===== config.mk =====
export PLATFORM = sky130hd
export DESIGN_NAME = rsfec_config_status_ports
export DESIGN_NICKNAME = d
export VERILOG_FILES = /design/src/hw/rsfec_pkg.sv /design/src/hw/rsfec_lane_if.sv /design/src/hw/rsfec_lane_stat.sv /design/src/hw/rsfec_config_status_ports.sv
export SDC_FILE = /design/constraint.sdc
export NUM_CORES = 1
export LEC_CHECK = 0
export ABC_AREA = 1
export BUFFER_PORTS_ARGS = -buffer_cell sky130_fd_sc_hd__clkbuf_2
export CAP_MARGIN = 30
export CORE_MARGIN = 4
export CORE_UTILIZATION = 38
export CTS_CLUSTER_DIAMETER = 30
export DETAILED_ROUTE_END_ITERATION = 8
export PLACE_DENSITY = 0.71
export SLEW_MARGIN = 40
export SYNTH_ARGS = -nofsm -noshare
export SYNTH_HDL_FRONTEND = slang
export SYNTH_HIERARCHICAL = 1
export SYNTH_SLANG_ARGS = --single-unit

===== constraint.sdc =====
create_clock -name clk_sys -period 9.9 [get_ports clk_sys]
set_clock_uncertainty 0.1 [all_clocks]
set_input_delay 1.98 -clock clk_sys [delete_from_list [all_inputs] [get_ports clk_sys]]
set_output_delay 1.98 -clock clk_sys [all_outputs]
set_load 0.05 [all_outputs]

===== src/hw/rsfec_pkg.sv =====
// Constants and types shared by the RS-FEC configuration and status logic
package rsfec_pkg;

   // Lane count and status field layout
   localparam int unsigned LANES          = 2;
   localparam int unsigned FILL_W         = 14;
   localparam int unsigned FILL_WHOLE_MSB = 13;
   localparam int unsigned FILL_WHOLE_LSB = 7;
   localparam int unsigned FILL_FRAC_MSB  = 6;
   localparam int unsigned FILL_FRAC_LSB  = 0;
   localparam int unsigned FRAC_W         = 7;
   localparam logic [6:0]  FRAC_LIMIT     = 7'h42;
   localparam logic [6:0]  FRAC_MAX       = 7'h41;
   localparam int unsigned SYM_INC_W      = 3;
   localparam int unsigned MAP_W          = 2;

   // Error-rate window
   localparam int unsigned CW_CNT_W       = 13;
   localparam logic [12:0] SER_WINDOW_LAST = 13'h1fff;
   localparam int unsigned SER_SUM_W      = 16;
   localparam logic [15:0] SER_THRESHOLD  = 16'h01a1;
   localparam logic [15:0] SER_SUM_MAX    = 16'hffff;

   // Values after reset
   localparam logic [13:0] FILL_RST       = 14'h0000;
   localparam logic [2:0]  SYM_RST        = 3'h0;
   localparam logic [1:0]  MAP_RST        = 2'h0;
   localparam logic [12:0] CW_CNT_RST     = 13'h0000;
   localparam logic [15:0] SER_SUM_RST    = 16'h0000;

   // Configuration capture state
   typedef enum logic [2:0] {
      ST_SAMPLE  = 3'b001,
      ST_FEC_ON  = 3'b010,
      ST_BYPASS  = 3'b100
   } cfg_state_t;

endpackage


===== src/hw/rsfec_lane_if.sv =====
// Per-lane status carrier between the top and the lane status module
interface rsfec_lane_if;
   import rsfec_pkg::*;
   logic                 enable;
   logic                 lock_raw;
   logic [FILL_W-1:0]    fill_raw;
   logic [SYM_INC_W-1:0] sym_raw;
   logic                 lock_q;
   logic [FILL_W-1:0]    fill_q;
   logic [SYM_INC_W-1:0] sym_q;

   modport lane (
      input  enable,
      input  lock_raw,
      input  fill_raw,
      input  sym_raw,
      output lock_q,
      output fill_q,
      output sym_q
   );

   modport top (
      output enable,
      output lock_raw,
      output fill_raw,
      output sym_raw,
      input  lock_q,
      input  fill_q,
      input  sym_q
   );
endinterface


===== src/hw/rsfec_lane_stat.sv =====
// Registered status of one receive lane: marker lock, deskew fill, errors
module rsfec_lane_stat
   import rsfec_pkg::*;
(
   // Clock and reset
   input  wire logic  clk_sys,
   input  wire logic  reset_n,
   // Lane carrier
   rsfec_lane_if.lane l
);

   logic [FRAC_W-1:0] frac_in;

   assign frac_in = l.fill_raw[FILL_FRAC_MSB:FILL_FRAC_LSB];

   always_ff @(posedge clk_sys) begin
      if (!reset_n) begin
         l.lock_q <= 1'b0;
      end else begin
         l.lock_q <= l.enable & l.lock_raw; // [RQ8]
      end
   end

   // Fraction is in 1/66 cycle, so a raw value past 65 is clamped
   always_ff @(posedge clk_sys) begin
      if (!reset_n) begin
         l.fill_q <= FILL_RST;
      end else if (!l.enable) begin
         l.fill_q <= FILL_RST;
      end else if (frac_in >= FRAC_LIMIT) begin
         l.fill_q <= {l.fill_raw[FILL_WHOLE_MSB:FILL_WHOLE_LSB],
                      FRAC_MAX}; // [RQ9]
      end else begin
         l.fill_q <= l.fill_raw; // [RQ9]
      end
   end

   always_ff @(posedge clk_sys) begin
      if (!reset_n) begin
         l.sym_q <= SYM_RST;
      end else begin
         l.sym_q <= l.enable ? l.sym_raw : SYM_RST; // [RQ14]
      end
   end

endmodule // rsfec_lane_stat


===== src/hw/rsfec_config_status_ports.sv =====
// RS-FEC configuration capture and status reporting, one clock domain
//
// Notes on behaviour
// [RQ1] FEC enable 1 runs RS-FEC, 0 bypasses it; changes act only after reset.
// [RQ2] Every configuration input is sampled once, first cycle after reset.
// [RQ3] Correction enable 0 means detect only; 1 also corrects errors.
// [RQ4] Indication enable 1 flags detected errors to PCS; 0 bypasses flagging.
// [RQ5] Conformance 0 with correction and indication off bypasses the decoder.
// [RQ6] TX block lock output is 1 when locked, 0 when unlocked.
// [RQ7] TX alignment output is 1 when transmit lanes are aligned.
// [RQ8] Per-lane marker lock outputs plus one overall RX alignment output.
// [RQ9] Per-lane 14-bit deskew delay: bits 13..7 cycles, 6..0 in 1/66 cycle.
// [RQ10] Two-bit lane map: bit n is FEC lane index on PMA lane n.
// [RQ11] High SER only in bypass-indication mode: over 417 errors per 8192.
// [RQ12] One pulse per codeword the decoder corrected.
// [RQ13] One pulse per codeword the decoder could not correct.
// [RQ14] Per-lane 3-bit symbol error increment for the current cycle.
// [RQ15] Errors are counted over consecutive non-overlapping codeword blocks.
// [RQ16] Config and RX status on the receive clock, TX status on transmit; here all run on clk_sys.
module rsfec_config_status_ports
   import rsfec_pkg::*;
(
   // Clock and reset
   input  wire logic                 clk_sys,
   input  wire logic                 reset_n,
   // Configuration, sampled after reset
   input  wire logic                 fec_enable,
   input  wire logic                 correction_enable,
   input  wire logic                 indication_enable,
   input  wire logic                 ieee_conform_mode,
   // Transmit status from the encoder side
   input  wire logic                 tx_block_lock_in,
   input  wire logic                 tx_lanes_aligned_in,
   // Receive lane status from the decoder side
   input  wire logic                 rx_marker_lock_lane0_in,
   input  wire logic                 rx_marker_lock_lane1_in,
   input  wire logic                 rx_lanes_aligned_in,
   input  wire logic [FILL_W-1:0]    rx_fill_lane0_in,
   input  wire logic [FILL_W-1:0]    rx_fill_lane1_in,
   input  wire logic [MAP_W-1:0]     rx_lane_map_in,
   // Decoder codeword results
   input  wire logic                 cw_done_in,
   input  wire logic                 cw_errored_in,
   input  wire logic                 cw_correctable_in,
   input  wire logic [SYM_INC_W-1:0] sym_err_lane0_in,
   input  wire logic [SYM_INC_W-1:0] sym_err_lane1_in,
   // Mode controls toward the datapath
   output logic                      fec_active,
   output logic                      decoder_bypass,
   output logic                      apply_correction,
   output logic                      mark_errors_to_pcs,
   output logic                      pcs_error_mark_pulse,
   // Transmit status
   output logic                      tx_pcs_block_locked,
   output logic                      tx_lanes_aligned,
   // Receive status
   output logic                      rx_marker_locked_lane0,
   output logic                      rx_marker_locked_lane1,
   output logic                      rx_lanes_aligned,
   output logic [FILL_W-1:0]         rx_fill_lane0,
   output logic [FILL_W-1:0]         rx_fill_lane1,
   output logic [MAP_W-1:0]          rx_lane_map,
   output logic                      high_symbol_error_rate,
   // Statistics increments
   output logic                      fixed_codeword_pulse,
   output logic                      unfixable_codeword_pulse,
   output logic [SYM_INC_W-1:0]      sym_err_inc_lane0,
   output logic [SYM_INC_W-1:0]      sym_err_inc_lane1
);

   cfg_state_t             state_q;
   logic                   correct_q;
   logic                   indicate_q;
   logic                   ieee_q;
   logic                   fec_on;
   logic                   bypass_dec;
   logic                   decoding;
   logic                   bypass_ind;
   logic                   cw_fixed;
   logic                   cw_unfixed;
   logic [CW_CNT_W-1:0]    cw_cnt_q;
   logic [SER_SUM_W-1:0]   ser_sum_q;
   logic [SER_SUM_W:0]     ser_add;
   logic [SER_SUM_W-1:0]   ser_now;
   logic                   window_end;

   // Configuration is latched once; later input changes wait for reset
   always_ff @(posedge clk_sys) begin
      if (!reset_n) begin
         state_q <= ST_SAMPLE;
      end else begin
         case (state_q)
            ST_SAMPLE: begin
               state_q <= fec_enable ? ST_FEC_ON : ST_BYPASS; // [RQ1] [RQ2]
            end
            ST_FEC_ON: begin
               state_q <= ST_FEC_ON;
            end
            ST_BYPASS: begin
               state_q <= ST_BYPASS;
            end
            default: begin
               state_q <= ST_SAMPLE;
            end
         endcase
      end
   end

   // Each bit is captured in the same cycle as the state decision
   always_ff @(posedge clk_sys) begin
      if (!reset_n) begin
         correct_q <= 1'b0;
      end else if (state_q == ST_SAMPLE) begin
         correct_q <= correction_enable; // [RQ2] [RQ3]
      end
   end

   always_ff @(posedge clk_sys) begin
      if (!reset_n) begin
         indicate_q <= 1'b0;
      end else if (state_q == ST_SAMPLE) begin
         indicate_q <= indication_enable; // [RQ2] [RQ4]
      end
   end

   always_ff @(posedge clk_sys) begin
      if (!reset_n) begin
         ieee_q <= 1'b0;
      end else if (state_q == ST_SAMPLE) begin
         ieee_q <= ieee_conform_mode; // [RQ2] [RQ5]
      end
   end

   assign fec_on     = (state_q == ST_FEC_ON); // [RQ1]
   assign bypass_dec = fec_on & ~ieee_q & ~correct_q & ~indicate_q; // [RQ5]
   assign decoding   = fec_on & ~bypass_dec;
   assign bypass_ind = decoding & ~indicate_q; // [RQ11]

   // Detect-only mode reports correctable codewords as uncorrected
   assign cw_fixed   = decoding & cw_done_in & cw_errored_in &
                       cw_correctable_in & correct_q; // [RQ3]
   assign cw_unfixed = decoding & cw_done_in & cw_errored_in &
                       (~cw_correctable_in | ~correct_q); // [RQ3]

   // Mode levels lag the capture by one edge, so the sample cycle shows 0
   always_ff @(posedge clk_sys) begin
      if (!reset_n) begin
         fec_active <= 1'b0;
      end else begin
         fec_active <= fec_on; // [RQ1]
      end
   end

   always_ff @(posedge clk_sys) begin
      if (!reset_n) begin
         decoder_bypass <= 1'b0;
      end else begin
         decoder_bypass <= bypass_dec; // [RQ5]
      end
   end

   always_ff @(posedge clk_sys) begin
      if (!reset_n) begin
         apply_correction <= 1'b0;
      end else begin
         apply_correction <= decoding & correct_q; // [RQ3]
      end
   end

   always_ff @(posedge clk_sys) begin
      if (!reset_n) begin
         mark_errors_to_pcs <= 1'b0;
      end else begin
         mark_errors_to_pcs <= decoding & indicate_q; // [RQ4]
      end
   end

   always_ff @(posedge clk_sys) begin
      if (!reset_n) begin
         pcs_error_mark_pulse <= 1'b0;
      end else begin
         pcs_error_mark_pulse <= cw_unfixed & indicate_q; // [RQ4]
      end
   end

   // Transmit status; single clock here, so no crossing is needed
   always_ff @(posedge clk_sys) begin
      if (!reset_n) begin
         tx_pcs_block_locked <= 1'b0;
      end else begin
         tx_pcs_block_locked <= fec_on & tx_block_lock_in; // [RQ6] [RQ16]
      end
   end

   always_ff @(posedge clk_sys) begin
      if (!reset_n) begin
         tx_lanes_aligned <= 1'b0;
      end else begin
         tx_lanes_aligned <= fec_on & tx_lanes_aligned_in; // [RQ7] [RQ16]
      end
   end

   // Receive status reads 0 in bypass, so stale lock never leaks out
   always_ff @(posedge clk_sys) begin
      if (!reset_n) begin
         rx_lanes_aligned <= 1'b0;
      end else begin
         rx_lanes_aligned <= fec_on & rx_lanes_aligned_in; // [RQ8]
      end
   end

   always_ff @(posedge clk_sys) begin
      if (!reset_n) begin
         rx_lane_map <= MAP_RST;
      end else begin
         rx_lane_map <= fec_on ? rx_lane_map_in : MAP_RST; // [RQ10]
      end
   end

   // Per-lane registers
   rsfec_lane_if lane0_if ();
   rsfec_lane_if lane1_if ();

   assign lane0_if.enable   = fec_on;
   assign lane0_if.lock_raw = rx_marker_lock_lane0_in;
   assign lane0_if.fill_raw = rx_fill_lane0_in;
   assign lane0_if.sym_raw  = decoding ? sym_err_lane0_in : SYM_RST;
   assign lane1_if.enable   = fec_on;
   assign lane1_if.lock_raw = rx_marker_lock_lane1_in;
   assign lane1_if.fill_raw = rx_fill_lane1_in;
   assign lane1_if.sym_raw  = decoding ? sym_err_lane1_in : SYM_RST;

   rsfec_lane_stat u_lane0 (
      .clk_sys (clk_sys),
      .reset_n (reset_n),
      .l       (lane0_if.lane)
   );

   rsfec_lane_stat u_lane1 (
      .clk_sys (clk_sys),
      .reset_n (reset_n),
      .l       (lane1_if.lane)
   );

   assign rx_marker_locked_lane0 = lane0_if.lock_q;
   assign rx_marker_locked_lane1 = lane1_if.lock_q;
   assign rx_fill_lane0          = lane0_if.fill_q;
   assign rx_fill_lane1          = lane1_if.fill_q;
   assign sym_err_inc_lane0      = lane0_if.sym_q;
   assign sym_err_inc_lane1      = lane1_if.sym_q;

   // One pulse per codeword; back-to-back codewords give back-to-back pulses
   always_ff @(posedge clk_sys) begin
      if (!reset_n) begin
         fixed_codeword_pulse <= 1'b0;
      end else begin
         fixed_codeword_pulse <= cw_fixed; // [RQ12]
      end
   end

   always_ff @(posedge clk_sys) begin
      if (!reset_n) begin
         unfixable_codeword_pulse <= 1'b0;
      end else begin
         unfixable_codeword_pulse <= cw_unfixed; // [RQ13]
      end
   end

   // Error-rate window; sum saturates so a noisy block cannot wrap low
   assign ser_add    = {1'b0, ser_sum_q} +
                       {{(SER_SUM_W-SYM_INC_W+1){1'b0}}, lane0_if.sym_raw} +
                       {{(SER_SUM_W-SYM_INC_W+1){1'b0}}, lane1_if.sym_raw};
   assign ser_now    = ser_add[SER_SUM_W] ? SER_SUM_MAX
                                          : ser_add[SER_SUM_W-1:0];
   assign window_end = cw_done_in & (cw_cnt_q == SER_WINDOW_LAST);

   always_ff @(posedge clk_sys) begin
      if (!reset_n) begin
         cw_cnt_q <= CW_CNT_RST;
      end else if (!bypass_ind) begin
         cw_cnt_q <= CW_CNT_RST;
      end else if (cw_done_in) begin
         cw_cnt_q <= cw_cnt_q + 13'h0001; // [RQ15]
      end
   end

   always_ff @(posedge clk_sys) begin
      if (!reset_n) begin
         ser_sum_q <= SER_SUM_RST;
      end else if (!bypass_ind || window_end) begin
         ser_sum_q <= SER_SUM_RST; // [RQ15]
      end else begin
         ser_sum_q <= ser_now; // [RQ15]
      end
   end

   always_ff @(posedge clk_sys) begin
      if (!reset_n) begin
         high_symbol_error_rate <= 1'b0;
      end else if (!bypass_ind) begin
         high_symbol_error_rate <= 1'b0; // [RQ11]
      end else if (window_end) begin
         high_symbol_error_rate <= (ser_now > SER_THRESHOLD); // [RQ11]
      end
   end

endmodule // rsfec_config_status_ports


Word-level counts from Yosys, hierarchy flattened
Index checks and enable logic that the tools add are counted.
{"block": "totals", "regBits": 84, "latchBits": 0, "ramBits": 0, "romBits": 0, "in_bits": 50, "word_cells": 77, "memories": 0}
{"block": "op_classes", "add_sub_neg": 3, "multipliers": 0, "div_mod_pow": 0, "n_lt_le_gt_ge": 3, "eq_ne": 4, "shift": 0, "mux": 7, "bitwise": 27, "reduce_logical": 7}
{"operator": "1-bit AND", "n": 19}
{"operator": "16-bit by 3-bit adder with 17-bit output", "n": 1}
{"operator": "17-bit by 3-bit adder with 17-bit output", "n": 1}
{"operator": "16-bit by 9-bit > comparator with 1-bit output, second input constant", "n": 1}
{"operator": "16-bit two-way mux", "n": 1}
{"operator": "7-bit >= comparator, second input constant", "n": 2}
{"operator": "7-bit two-way mux", "n": 2}
{"operator": "13-bit by 1-bit adder with 13-bit output, second input constant", "n": 1}
{"operator": "13-bit equality test, second input constant", "n": 1}
{"operator": "3-bit two-way mux", "n": 3}
{"operator": "3-bit case mux with 3 select lines", "n": 1}
{"operator": "1-bit inverter", "n": 7}
{"operator": "3-bit OR reduction", "n": 2}
{"operator": "2-bit AND reduction", "n": 2}
{"operator": "3-bit by 1-bit equality test with 1-bit output, second input constant", "n": 1}
{"operator": "3-bit by 2-bit equality test with 1-bit output, second input constant", "n": 1}
{"operator": "3-bit equality test, second input constant", "n": 1}
{"operator": "2-bit OR reduction", "n": 1}
{"operator": "1-bit logical NOT", "n": 1}
{"operator": "1-bit logical OR", "n": 1}
{"operator": "1-bit bitwise OR", "n": 1}

Longest topological paths before layout
{"block": "depth", "depth_word": 11, "ltp_mapped": 23, "ltp_nobuf": 23}

Hierarchy
Netlist, hierarchy kept.
{"mod": "rsfec_config_status_ports", "n_inst": 1, "cells_per_inst": 358, "area_each_um2": 2439.8, "seq_area_each_um2": 960.9}
{"mod": "rsfec_lane_stat", "n_inst": 2, "cells_per_inst": 62, "area_each_um2": 551.8, "seq_area_each_um2": 360.3}

Worst setup path after synthesis
Ideal clock, no wire load.
{"block": "synth_timing", "kind": "input-to-reg", "start": "input sym_err_lane0_in[1]", "end": "register high_symbol_error_rate", "setup_ps": 118, "t_arrival_ps": 4023, "t_required_ps": 9682, "setup_slack_ps": 5659, "path_stages": 18, "n_path_buf": 0, "path_cell_list": "nand2_1 fa_1 inv_1 ha_1 inv_1 fa_1 inv_1 nand2_1 nand2_1 nand2_1 inv_1 nand2_1 nand2_1 nand3_1 nor2_1 nand4_1 nor2_1 nor2_1"}
{"block": "synth_between", "elab_chain_cells": 5}
{"element": "from (decl)", "line": "rsfec_config_status_ports.sv:45", "source": "input wire logic [SYM_INC_W-1:0] sym_err_lane0_in,"}
{"element": "3-bit two-way mux", "line": "rsfec_config_status_ports.sv:227", "source": "assign lane0_if.sym_raw = decoding ? sym_err_lane0_in : SYM_RST;"}
{"element": "16-bit by 3-bit adder with 17-bit output", "line": "rsfec_config_status_ports.sv:270", "source": "assign ser_add = {1'b0, ser_sum_q} +"}
{"element": "17-bit by 3-bit adder with 17-bit output", "line": "rsfec_config_status_ports.sv:271", "source": "{{(SER_SUM_W-SYM_INC_W+1){1'b0}}, lane0_if.sym_raw} +"}
{"element": "16-bit two-way mux", "line": "rsfec_config_status_ports.sv:273", "source": "assign ser_now = ser_add[SER_SUM_W] ? SER_SUM_MAX"}
{"element": "16-bit by 9-bit > comparator with 1-bit output", "line": "rsfec_config_status_ports.sv:303", "source": "high_symbol_error_rate <= (ser_now > SER_THRESHOLD);"}
{"element": "to (signal assigned)", "line": "rsfec_config_status_ports.sv:303"}
{"element": "to (decl)", "line": "rsfec_config_status_ports.sv:63", "source": "output logic high_symbol_error_rate,"}
No other way between the ends.
A chain may end at the register's enable or synchronous reset.

Worst setup path after layout
{"block": "layout_timing", "start": "input sym_err_lane0_in[2]", "end": "register high_symbol_error_rate"}
Same word-level chain as after synthesis.

==> summary.txt <==
Global routing
  • Vias in the first global route: 2998
  • Largest net degree at the start of global routing: 19
  • Initial antenna violation count: 0
  • GRT Resource Usage Total: 14.9%
  • First-pass GRT wire length: 13.6 mm
  • GR Overflow Total: 0

Cells and area
  • Nets: 645
  • Fin cells: 700
  • # fillers: 863
  • Area Growth Syn to Fin: 22.6%
  • Diode count: 0
  • Multi-input gate area: 1450 um2
  • Register area: 1680 um2
  • Design area: 4340 um2
  • Share of cells above drive strength 1: 24.2%

Die
  • Row count: 34
  • Initial core utilization: 39.9%
  • Die Area: 10900 um2
  • Core box area: 8890 um2
  • Chip Height: 105 um
  • Io pins: 99
  • Die X: 105 um

Critical path
  • Crit path top cell by count: nor2_1
  • WP data required: 10.10 ns
  • Worst Path Arrival: 4.51 ns
  • Worst setup path startpoint: sym_err_lane0_in[2]
  • R2R Path End: high_symbol_error_rate
  • RR Startpoint: state_q[2]
  • Crit-path max cell delay: 0.59 ns
  • Critical path class: input port to flip-flop
  • Worst-path cell chain: clkbuf_2 > nand2_1 > fa_1 > inv_1 > ha_1 > nand2_1 > nor2_1 > nor2_1 > nor2_1 > nand2_1 > nand2_1 > nor2_1 > nand3_1 > a21oi_1 > nor2_1 > nor2_1
  • Kind of end point of the critical path: flip-flop
  • Max FO, Critical Path: 16
  • Reg2Reg Setup Slack: 6.08 ns
  • R2R depth: 18
  • Worst path slowest cell: fa_1
  • Startpoint class of the critical path: input port

Timing
  • Final WS setup: 5.59 ns
  • Setup violators final: 0
  • Fin crit period: 4.31 ns
  • Worst Max-Slew Pin Slew: 0.631 ns
  • RSZ-0062 raised after global routing: false
  • Final Cycle Share: 43.6%
  • Final Hold Vio Count: 0
  • Worst rel slew slack: 57.8%
  • WHS: 0.376 ns
  • Final setup TNS: 0 ns
  • Fmax: 232 MHz
  • Final Max Slew Viols: 0

Synth
  • Post-synthesis cell count: 482
  • Mapped cell area: 3540 um2
  • Mean cell area of the mapped netlist: 7.35 um2
  • Post-synth EDFFs: 0
  • Post-Syn Nets: 540
  • Main synth FF type: dfxtp_1
  • FF+latch count, synth: 84
  • FFs w/ async S/R, synth: 0%
  • Yosys Warn Count: 6
  • Yosys cell types: 27
  • Seq/Total Area, Yosys: 47.5%

Hold path
  • Min-Delay Startpoint: ieee_q
  • Hold Path End: decoder_bypass
  • Hold Crit Class: flip-flop to flip-flop
  • Hold path cells: 1

Power and ir drop
  • Clock Power Share: 38.1%
  • Static leakage: 0.00218 uW
  • Pwr dens: 147 nW/um2
  • Switching part of the total: 28.2%
  • Sequential share of power: 54.5%
  • Comb power frac: 7.4%
  • Internal cell power: 460 uW
  • P_sw: 180 uW
  • Peak VDD IR: 84.9 uV

Placed design
  • Global placement routability congestion: 0.855
  • Post-DP HPWL: 6.37 mm
  • IO Port Bufs: 98
  • Placed cells: 684
  • Worst slack, placed: 5.22 ns
  • Placed cell area: 4140 um2

Detailed routing
  • Antenna-violating nets left: 0
  • WL per Instance: 11.5 um
  • Via count: 3185
  • Vias per cell: 4.55
  • Post-Route WL: 8.07 mm
  • DR iter-0 viols: 131
  • Remaining DRCs: 0
  • First drt pass iteration count: 4

Clock tree
  • Clock sinks: 84
  • Worst-Skew Late Latency: 0.37 ns
  • # H-tree levels: 3
  • Cts bufs inserted: 9
  • Resized cells post-CTS: 0
  • Post-CTS setup buffer count: 0
  • Clock transition at path regs: 0.09 ns
  • Clock Tree Buf Depth: 2
  • Root buf cell: clkbuf_8
  • CTS tree: yes
  • Hold buffer count at cts: 0

Outcome
  • Status: complete, no violations

Job
  • Max Cap Viol: 0
==> cells in the final DEF, fill, tap and decap left out, types with 9 or more instances in the layout <==
master    netlist  routed
clkbuf_8        0       9
inv_1          98      98
nor2_2         11      11
a21oi_1        18      18
clkbuf_2        0      98
nand3_1        29      29
dfxtp_1        84      84
nand2_1        91      91
nand4_1         9       9
nor2_1         84      84
==> power by group through the flow <==
stage                     Combinational (uW)  Clock [uW]  Sequential (uW)
after CTS                               47.8         249              349
final                                   47.5         244              349
after detailed placement                47.4           0              357
after floorplan                         21.4           0              364
after global routing                    52.8         265              350
after global placement                  46.5           0              357
==> per-stage QoR <==
step                util (%)  total power (uW)
floorplan                  -               386
finish                  48.8               640
detailed placement      46.6               404
CTS                     48.8               646
global route            48.8               667
global placement        46.6               403
==> cell usage after synthesis, drive strengths merged (2+ instances only) <==
library cell  number  share of area [%]
a21oi             24                4.0
a31oi              2               0.35
buf                4               0.74
dfxtp             84                 47
fa                 4                2.3
ha                 4                1.4
inv              102                 11
nand2             96                 11
nand3             29                4.1
nand3b             2               0.42
nand4              9                1.6
nor2              95                 11
nor3              10                2.0
nor4               3               0.53
o21ai              8                1.1
xnor2              2               0.49
==> metal layers <==
| metal | GRT usage [%] | up-vias | wire length, um |
|---|---|---|---|
| li1 | - | 1680 | - |
| met1 | 18.6 | 1401 | 3660 |
| met2 | 25.0 | 91 | 3730 |
| met3 | 4.44 | 13 | 529 |
| met5 | 0 | - | 0 |
| met4 | 4.65 | 0 | 146 |
==> worst max path at each step <==
stage / to / slack [ns] / cells after the start
global route: high_symbol_error_rate / 5.37 / 16
finish: high_symbol_error_rate / 5.59 / 16
global placement: high_symbol_error_rate / 5.33 / 15
CTS: high_symbol_error_rate / 5.60 / 16
floorplan: high_symbol_error_rate / 5.66 / 18
detailed placement: high_symbol_error_rate / 5.22 / 16
==> critical path: cells and delay by family <==
kind | cells | cell delay, ns
buf+inv | 2 | 0.14
compound gates | 1 | 0.18
fa+ha+maj | 2 | 0.89
simple gates | 11 | 1.34
==> area by class of cell <==
type                    instances  area share [%]
well taps                     108            3.11
multi-input cells             292            33.4
clock buffers                   9            2.85
inverters                     102            8.82
flip-flops and latches         84            38.7
clock inverters                 7            1.76
repair buffers                 98            11.3
==> flip-flops by register name (all words and copies together), names as in the netlist <==
signal / cells
apply_correction: 1
indicate_q: 1
tx_pcs_block_locked: 1
u_lane1/l.sym_q: 3
u_lane0/l.lock_q: 1
cw_cnt_q: 13
u_lane0/l.sym_q: 3
u_lane1/l.lock_q: 1
rx_lanes_aligned: 1
u_lane0/l.fill_q: 14
decoder_bypass: 1
ieee_q: 1
tx_lanes_aligned: 1
high_symbol_error_rate: 1
ser_sum_q: 16
u_lane1/l.fill_q: 14
pcs_error_mark_pulse: 1
fec_active: 1
unfixable_codeword_pulse: 1
rx_lane_map: 2
fixed_codeword_pulse: 1
state_q: 3
mark_errors_to_pcs: 1
correct_q: 1
==> cells by family after synthesis <==
family          Yosys count  share of synthesized area [%]
simple gates            246                           30.9
fa+ha+maj                 8                           3.67
compound gates           35                           5.72
buf+inv                 106                           11.5
xor+xnor                  3                          0.742
flops                    84                           47.5
(Power assumes the default switching activity.)
